===== src/design/agu_pkg.sv =====
package agu_pkg;
    // ==================== widths ====================
    localparam int ADDR_W = 32;
    localparam int SEL_W = 16;
    localparam int NUM_GPR = 8;
    localparam int NUM_SEG = 6;
    // general register holding the stack pointer, never an index
    localparam logic [2:0] STACK_PTR_IDX = 3'h4;
    // ==================== i/o space ====================
    localparam logic [31:0] IO_ADDR_MASK = 32'h0000_ffff;
    localparam logic [15:0] CFG_PORT_INDEX = 16'h0022;
    localparam logic [15:0] CFG_PORT_DATA = 16'h0023;
    // ==================== access sizes ====================
    localparam logic [1:0] SIZE_BYTE = 2'h0;
    localparam logic [1:0] SIZE_WORD = 2'h1;
    localparam logic [1:0] SIZE_DWORD = 2'h2;
    // ==================== reset values and mode codes ====================
    localparam logic [31:0] ADDR_RESET = 32'h0000_0000;
    localparam logic [3:0] BE_RESET = 4'h0;
    localparam logic [2:0] MODE_REAL = 3'h0;
    localparam logic [2:0] MODE_PROT = 3'h1;
    localparam logic [2:0] MODE_IO = 3'h2;
endpackage : agu_pkg


===== src/design/address_generation_unit.sv =====
`timescale 1ns/1ps
// What this block does
// - memory accessed as byte, word or dword, low byte at lowest address
// - item address is address of its least significant byte
// - separate 64 KByte port space with 8, 16 or 32-bit transfers
// - memory/io select driven low during any port in or out
// - port addresses confined to 0 through ffff, upper bits zero
// - ports 22h and 23h reach the internal configuration registers
// - offset sums base, scaled index and displacement from eight registers
// - stack pointer register never serves as an index
// - index scaled by 1, 2, 4 or 8 as a left shift
// - displacement is an instruction immediate up to 32 bits
// - eight combinations of base, index, scale and displacement supported
// - real mode address is segment times 16 plus 16-bit offset
// - real mode sum zero-extended to 32 bits
// - real mode carry kept, giving 21 significant bits
// - protected mode linear address is hidden segment base plus offset
// - paging off passes linear unchanged, paging on hands it to translation
// - six segment registers each hold a 16-bit selector used to fetch descriptor
// - descriptor base, limit, attributes cached in hidden, unreadable storage
// - paging active only when paging and protection enable both set
module address_generation_unit
    import agu_pkg::*;
#(
    parameter int DISP_W = 32
) (
    input wire logic i_clk,
    input wire logic i_rstn,
    // general register write port
    input wire logic i_gpr_we,
    input wire logic [2:0] i_gpr_wsel,
    input wire logic [31:0] i_gpr_wdata,
    // segment register load, descriptor supplied by the descriptor fetch
    input wire logic i_seg_load,
    input wire logic [2:0] i_seg_lsel,
    input wire logic [15:0] i_seg_selector,
    input wire logic [31:0] i_desc_base,
    input wire logic [31:0] i_desc_limit,
    input wire logic [11:0] i_desc_attr,
    // control bits
    input wire logic i_paging_enable_bit,
    input wire logic i_protection_enable_bit,
    // address request
    input wire logic i_req,
    input wire logic i_is_port_io,
    input wire logic [1:0] i_size,
    input wire logic i_use_base,
    input wire logic [2:0] i_base_sel,
    input wire logic i_use_index,
    input wire logic [2:0] i_index_sel,
    input wire logic [1:0] i_scale,
    input wire logic i_use_disp,
    input wire logic [DISP_W-1:0] i_disp,
    input wire logic [2:0] i_seg_sel,
    // results
    output logic o_valid,
    output logic [31:0] o_addr,
    output logic [3:0] o_byte_en,
    output logic o_mem_io_n,
    output logic o_cfg_access,
    output logic o_to_paging,
    output logic o_index_fault,
    output logic [15:0] o_selector,
    output logic [31:0] o_seg_limit,
    output logic [11:0] o_seg_attr
);

    // ==================== types ====================
    typedef struct packed {
        logic [31:0] base;
        logic [31:0] limit;
        logic [11:0] attr;
        logic [15:0] sel;
    } seg_t;

    typedef struct packed {
        logic [NUM_GPR-1:0][31:0] gpr;
        seg_t [NUM_SEG-1:0] seg;
        logic valid;
        logic [31:0] addr;
        logic [3:0] byte_en;
        logic mem_io_n;
        logic cfg_access;
        logic to_paging;
        logic index_fault;
        logic [15:0] selector;
        logic [31:0] seg_limit;
        logic [11:0] seg_attr;
    } state_t;

    // ==================== reset release ====================
    logic [1:0] rst_sync_q;
    logic rstn;

    // async assert, two flops on release so deassertion is clean
    always_ff @(posedge i_clk or negedge i_rstn) begin
        if (!i_rstn) begin
            rst_sync_q <= 2'h0;
        end else begin
            rst_sync_q <= {rst_sync_q[0], 1'b1};
        end
    end
    assign rstn = rst_sync_q[1];

    // ==================== offset datapath ====================
    state_t state_q, state_d;
    logic [31:0] base_val;
    logic [31:0] index_val;
    logic [31:0] disp_val;
    logic [31:0] offset;
    logic [20:0] real_addr;
    logic [31:0] lin_addr;
    logic [31:0] phys_addr;
    logic paging_on;
    logic index_bad;
    seg_t cur_seg;

    // operand picking and the three-way adder
    always_comb begin
        base_val = i_use_base ? state_q.gpr[i_base_sel] : 32'h0000_0000;
        index_bad = i_use_index && (i_index_sel == STACK_PTR_IDX);
        // the stack pointer slot is forced to zero rather than indexed
        index_val = (i_use_index && !index_bad) ? state_q.gpr[i_index_sel] : 32'h0000_0000;
        index_val = index_val << i_scale;
        disp_val = i_use_disp ? 32'(i_disp) : 32'h0000_0000;
        // any subset of the three enables gives the eight combinations
        offset = base_val + index_val + disp_val;
    end

    // segment and mode address forming
    always_comb begin
        cur_seg = state_q.seg[i_seg_sel];
        // 21-bit sum keeps the carry just above 1 MByte
        real_addr = {1'b0, cur_seg.sel, 4'h0} + {5'h00, offset[15:0]};
        lin_addr = cur_seg.base + offset;
        paging_on = i_paging_enable_bit && i_protection_enable_bit;
        if (!i_protection_enable_bit) begin
            phys_addr = {11'h000, real_addr};
        end else begin
            phys_addr = lin_addr;
        end
    end

    // ==================== next state ====================
    always_comb begin
        state_d = state_q;
        state_d.valid = i_req;
        // register file updates
        if (i_gpr_we) begin
            state_d.gpr[i_gpr_wsel] = i_gpr_wdata;
        end
        // a load latches selector and caches the fetched descriptor
        if (i_seg_load && (i_seg_lsel < 3'(NUM_SEG))) begin
            state_d.seg[i_seg_lsel].sel = i_seg_selector;
            state_d.seg[i_seg_lsel].base = i_desc_base;
            state_d.seg[i_seg_lsel].limit = i_desc_limit;
            state_d.seg[i_seg_lsel].attr = i_desc_attr;
        end
        if (i_req) begin
            state_d.index_fault = index_bad;
            state_d.selector = cur_seg.sel;
            // hidden copy goes only to checking logic, never to software
            state_d.seg_limit = cur_seg.limit;
            state_d.seg_attr = cur_seg.attr;
            case (i_size)
                SIZE_BYTE: state_d.byte_en = 4'h1;
                SIZE_WORD: state_d.byte_en = 4'h3;
                default: state_d.byte_en = 4'hf;
            endcase
            if (i_is_port_io) begin
                // port space skips segmentation and paging entirely
                state_d.addr = offset & IO_ADDR_MASK;
                state_d.mem_io_n = 1'b0;
                state_d.cfg_access = (offset[15:0] == CFG_PORT_INDEX) ||
                                     (offset[15:0] == CFG_PORT_DATA);
                state_d.to_paging = 1'b0;
            end else begin
                // address names the low byte of the item
                state_d.addr = phys_addr;
                state_d.mem_io_n = 1'b1;
                state_d.cfg_access = 1'b0;
                state_d.to_paging = paging_on;
            end
        end
    end

    // ==================== state register ====================
    always_ff @(posedge i_clk or negedge rstn) begin
        if (!rstn) begin
            state_q <= '0;
            state_q.mem_io_n <= 1'b1; // out of reset reads as memory space
        end else begin
            state_q <= state_d;
        end
    end

    // ==================== outputs ====================
    assign o_valid = state_q.valid;
    assign o_addr = state_q.addr;
    assign o_byte_en = state_q.byte_en;
    assign o_mem_io_n = state_q.mem_io_n;
    assign o_cfg_access = state_q.cfg_access;
    assign o_to_paging = state_q.to_paging;
    assign o_index_fault = state_q.index_fault;
    assign o_selector = state_q.selector;
    assign o_seg_limit = state_q.seg_limit;
    assign o_seg_attr = state_q.seg_attr;

endmodule : address_generation_unit


===== config.mk =====
export PLATFORM = sky130hd
export DESIGN_NAME = address_generation_unit
export DESIGN_NICKNAME = d
export VERILOG_FILES = /design/src/design/agu_pkg.sv /design/src/design/address_generation_unit.sv
export SDC_FILE = /design/constraint.sdc
export NUM_CORES = 2
export LEC_CHECK = 0
export ABC_AREA = 1
export BUFFER_PORTS_ARGS = -buffer_cell sky130_fd_sc_hd__buf_2
export CORE_AREA = 2 2 461 234
export DETAILED_ROUTE_END_ITERATION = 6
export DIE_AREA = 0 0 463 236
export SETUP_SLACK_MARGIN = 0.5
export SLEW_MARGIN = 30
export SYNTH_ARGS = -nofsm -noshare
export SYNTH_HDL_FRONTEND = slang
export SYNTH_SLANG_ARGS = --single-unit

===== constraint.sdc =====
create_clock -name i_clk -period 29.2 [get_ports i_clk]
set_input_delay 4.38 -clock i_clk [delete_from_list [all_inputs] [get_ports i_clk]]
set_output_delay 4.38 -clock i_clk [all_outputs]
set_load 0.01 [all_outputs]

==> summary by stage <==
Synthesis
In the synthesized netlist the dominant register cell turns out to be dfrtp_1. For this run, the number of Yosys warnings is 0. After synthesis the cells add up to 0.0472 mm².

Dividing the synthesized area by the synthesized cell count gives approximately 7.9 µm². In the synthesized netlist, the number of instances is approximately 6,000. The number of unique standard cell types used by synthesis is 57. Yosys mapped a number of flops with a built-in enable equal to 0. The synthesis-stage register bit count is 910. The number of nets in the synthesized netlist is between 6,000 and 7,000. The proportion of synthesized chip area in sequential cells is 48.3%. The fraction of registers with async set/reset is between 90% and 100%.

Clocking
Clock-pin slew was measured on the worst setup and hold paths at roughly 0.070 ns. The count of H-tree levels built during CTS is 3. Buffers inserted during clock tree synthesis total between 80 and 90. CTS placed an instance of clkbuf_16 at the clock tree root.

The post-CTS setup buffer count is 0. The number of gates resized after CTS is 0. At the later pin of the worst-skew pair, clock insertion delay measures about 0.72 ns. The number of buffers inserted by hold repair at cts is 0. TritonCTS built the clock tree. CTS saw a little over 900 sinks. The maximum number of buffers from clock root to sink is 3.

Timing
For the final routed database, the setup TNS stands at 0 ns. The worst hold slack is around 0.22 ns. The minimum clock period is roughly 11 ns. The worst-case headroom to the max-slew limit is between 15 and 20%. At the pin with the least slew margin, the transition time is 1.19 ns. Setup repair after global routing left no endpoint under its margin. The number of slew-limit violations in the final report is 0. The achievable frequency is 92.4 MHz.

The total count of hold-check failures in the final report is 0. Setup violations remaining at the end of the flow were counted as 0. The least setup slack across all paths after layout is 18.38 ns. The worst-case clock skew is about 0.041 ns. The final period utilization is 37.1%.

Critical path
Counting both buffers and inverters, the worst setup path holds a total of 8. The maximum net fanout on the critical path is 41. At the worst endpoint, the required time is around 30 ns.

In this design, the critical path's most frequently occurring cell is nand2_1. The slowest stage of the critical path is the o21ai_0 cell. The worst setup path is of the input port to flop kind.

The data arrival at the endpoint of the critical path is between 10 and 15 ns. The gate family responsible for the most delay along the worst path is compound AO/OA/AOI/OAI gates. The worst stage delay on the critical path is roughly 0.63 ns. The type of element capturing the critical path is a flop. STA classifies the critical path startpoint as an input port.

Power
The total power density per cell area is 75.1 mW/mm². The maximum ir drop on the vdd rail is between 0.00004 and 0.00005 V. After layout, the design draws a total of roughly 4 mW.

The static leakage power is about 25 nW.

Run
The tool flagged a number of max-cap violations equal to 0.

Die
In this run the core area contains 85 standard-cell rows. Once the floorplan was initialized, standard cells occupied 44.5% of the core. From bottom edge to top edge, the die measures 236 µm.

The die covers 0.109 mm². The I/O pin count is approximately 290. The die is 463 µm wide. The placeable core region is between 0.1 and 0.15 mm².

Finish
The share of final-layout standard cells stronger than drive strength 1 is 9.75%. The filler cells instantiated in the layout total about 10,000. Compared with the post-synthesis result, the final layout area differs by 10.6%.

At the end of the flow, the number of nets in the layout was a little over 6,000. The register cell area after layout is ~0.023 mm². The multi-input combinational cells in the finished layout cover a total of 0.0207 mm².

Drt
Once detail routing completed, the nets flagged for antenna violations numbered 0. For this run, design rule violations remaining after detail routing come to 2. The average via count per standard cell is roughly 5.6. The wire length per cell after detailed routing is 21.0 µm. Wires add up to ~160 mm. Across all layers, the routed design uses between 40,000 and 50,000 vias. The first routing iteration left between 5,000 and 6,000 violations.

The first detailed-routing pass took 7 iterations.

Global routing
The via count of the first global-routing pass is ~38,000. The maximum number of pins on one net before global-route repair is between 150 and 200. The number of antenna violations at the first check in global routing came to 12. The total routing usage reported by global routing is around 28%. The first global-routing pass estimated approximately 240 mm of wire. For this run the aggregate overflow at the end of global routing stands at 0.

Placed design
During placement, the flow inserted port buffers numbering roughly 290. Timing analysis after detailed placement gives a worst setup slack of around 18 ns. The routability congestion estimate from global placement is 0.957. The HPWL after detailed placement is 99.3 mm.

Outcome
The checks that failed: DRC. The flow ran to the end, but the final reports show violations.

Worst hold path
The kind of path behind the tightest hold check is flop to async pin.
[cell type report]
cell class | count | area share [%]
Multi-Input combinational cell | 4098 | 39.6
Clock inverter | 52 | 1.46
Antenna cell | 4 | 0.0192
Inverter | 437 | 3.17
Sequential cell | 910 | 43.7
Tap cell | 1435 | 3.44
Clock buffer | 110 | 4.61
Timing Repair Buffer | 349 | 4.02
[flip-flops by register name, indices dropped and copies added, names as in the netlist, 2 cells and up]
name         flops
o_byte_en        3
state_q        808
rst_sync_q       2
o_seg_limit     32
o_selector      16
o_addr          32
o_seg_attr      12
[power breakdown]
group	switching [mW]	leakage, nW	total [mW]	internal, mW
Sequential	0.146	11.4	1.64	1.50
Combinational	0.672	12.0	1.01	0.337
Clock	0.549	1.56	1.27	0.718
Total	1.37	24.9	3.92	2.55
[kinds of logic (layout without fill, tap and decap cells)]
group | after synthesis | in the layout | share of synthesized area (%)
and+or+nand+nor | 2054 | 2054 | 17.4
AOI/OAI and AO/OA | 1874 | 1874 | 21.4
buffers and inverters | 929 | 948 | 8.26
DFF | 910 | 910 | 48.3
adders and majority gates | 105 | 105 | 3.33
xor gates and xnor gates | 37 | 37 | 0.687
muxes | 27 | 27 | 0.573
other | 1 | 5 | 0.00795
[placed cells by master, fill, tap and decap left out, types with 17 or more instances in the layout]
cell type,count
o211ai_1,73
nor2_1,402
dfrtp_1,908
buf_4,48
nand3_1,169
o21ai_1,24
clkinv_2,25
nand2_2,17
a32o_1,30
a31oi_1,57
inv_1,418
a21oi_1,267
clkbuf_16,87
nand2_1,1372
xor2_1,26
ha_1,71
o22ai_1,89
o21ai_0,1273
fa_1,34
nand4_1,42
buf_2,282
mux2i_1,27
o2111ai_1,26
[final timing paths]
check | from | endpoint | slack (ns) | depth (start not counted)
max reg2reg | state_q[750]$_DFFE_PN0P_ | o_addr[12]$_DFFE_PN0P_ | 22.82 | 31
max in group asynchronous | i_rstn | rst_sync_q[1]$_DFF_PN0_ | 25.66 | 1
min | rst_sync_q[1]$_DFF_PN0_ | state_q[577]$_DFFE_PN0P_ | 0.22 | 0
max | i_index_sel[0] | o_addr[12]$_DFFE_PN0P_ | 18.38 | 35
min reg2reg | rst_sync_q[1]$_DFF_PN0_ | state_q[577]$_DFFE_PN0P_ | 0.22 | 0
min in group i_clk | rst_sync_q[0]$_DFF_PN0_ | rst_sync_q[1]$_DFF_PN0_ | 0.35 | 0
[cells in the mapped netlist (4+ instances only)]
cell	n	area, µm²
nand2_1	1385	5200
o21ai_0	1278	6400
dfrtp_1	909	22700
inv_1	420	1580
nor2_1	403	1510
clkbuf_1	325	1220
a21oi_1	267	1340
nand3_1	170	851
buf_4	99	743
o22ai_1	94	588
o211ai_1	73	548
ha_1	71	888
a31oi_1	57	357
nand4_1	42	263
buf_1	41	154
fa_1	34	681
a32o_1	30	300
mux2i_1	27	270
buf_2	26	130
o2111ai_1	26	228
xor2_1	26	228
o21ai_1	19	95.1
nor3_1	14	70.1
inv_2	12	45.0
nand2_2	12	75.1
xnor2_1	11	96.3
or2_2	8	50.1
o21a_1	6	45.0
clkinv_1	5	18.8
a32oi_1	4	35.0
[stage by stage]
step	cells	area [µm²]	utilization [%]
floorplan	5937	47200	-
global placement	7223	48700	46.0
detailed placement	7225	48800	46.0
CTS	7387	52000	49.0
global route	7393	52100	49.2
finish	7395	52200	49.2
[per-layer routing]
metal  up-vias  global-route usage, %  wire length, µm
li1      19600                      -                -
met5         -                      0                0
met1     19900                   46.6            78000
met2      1846                   35.7            58500
met4         0                   5.30             2760
met3       182                   7.59            16400
No activity file was read; power rests on OpenSTA's default activity.
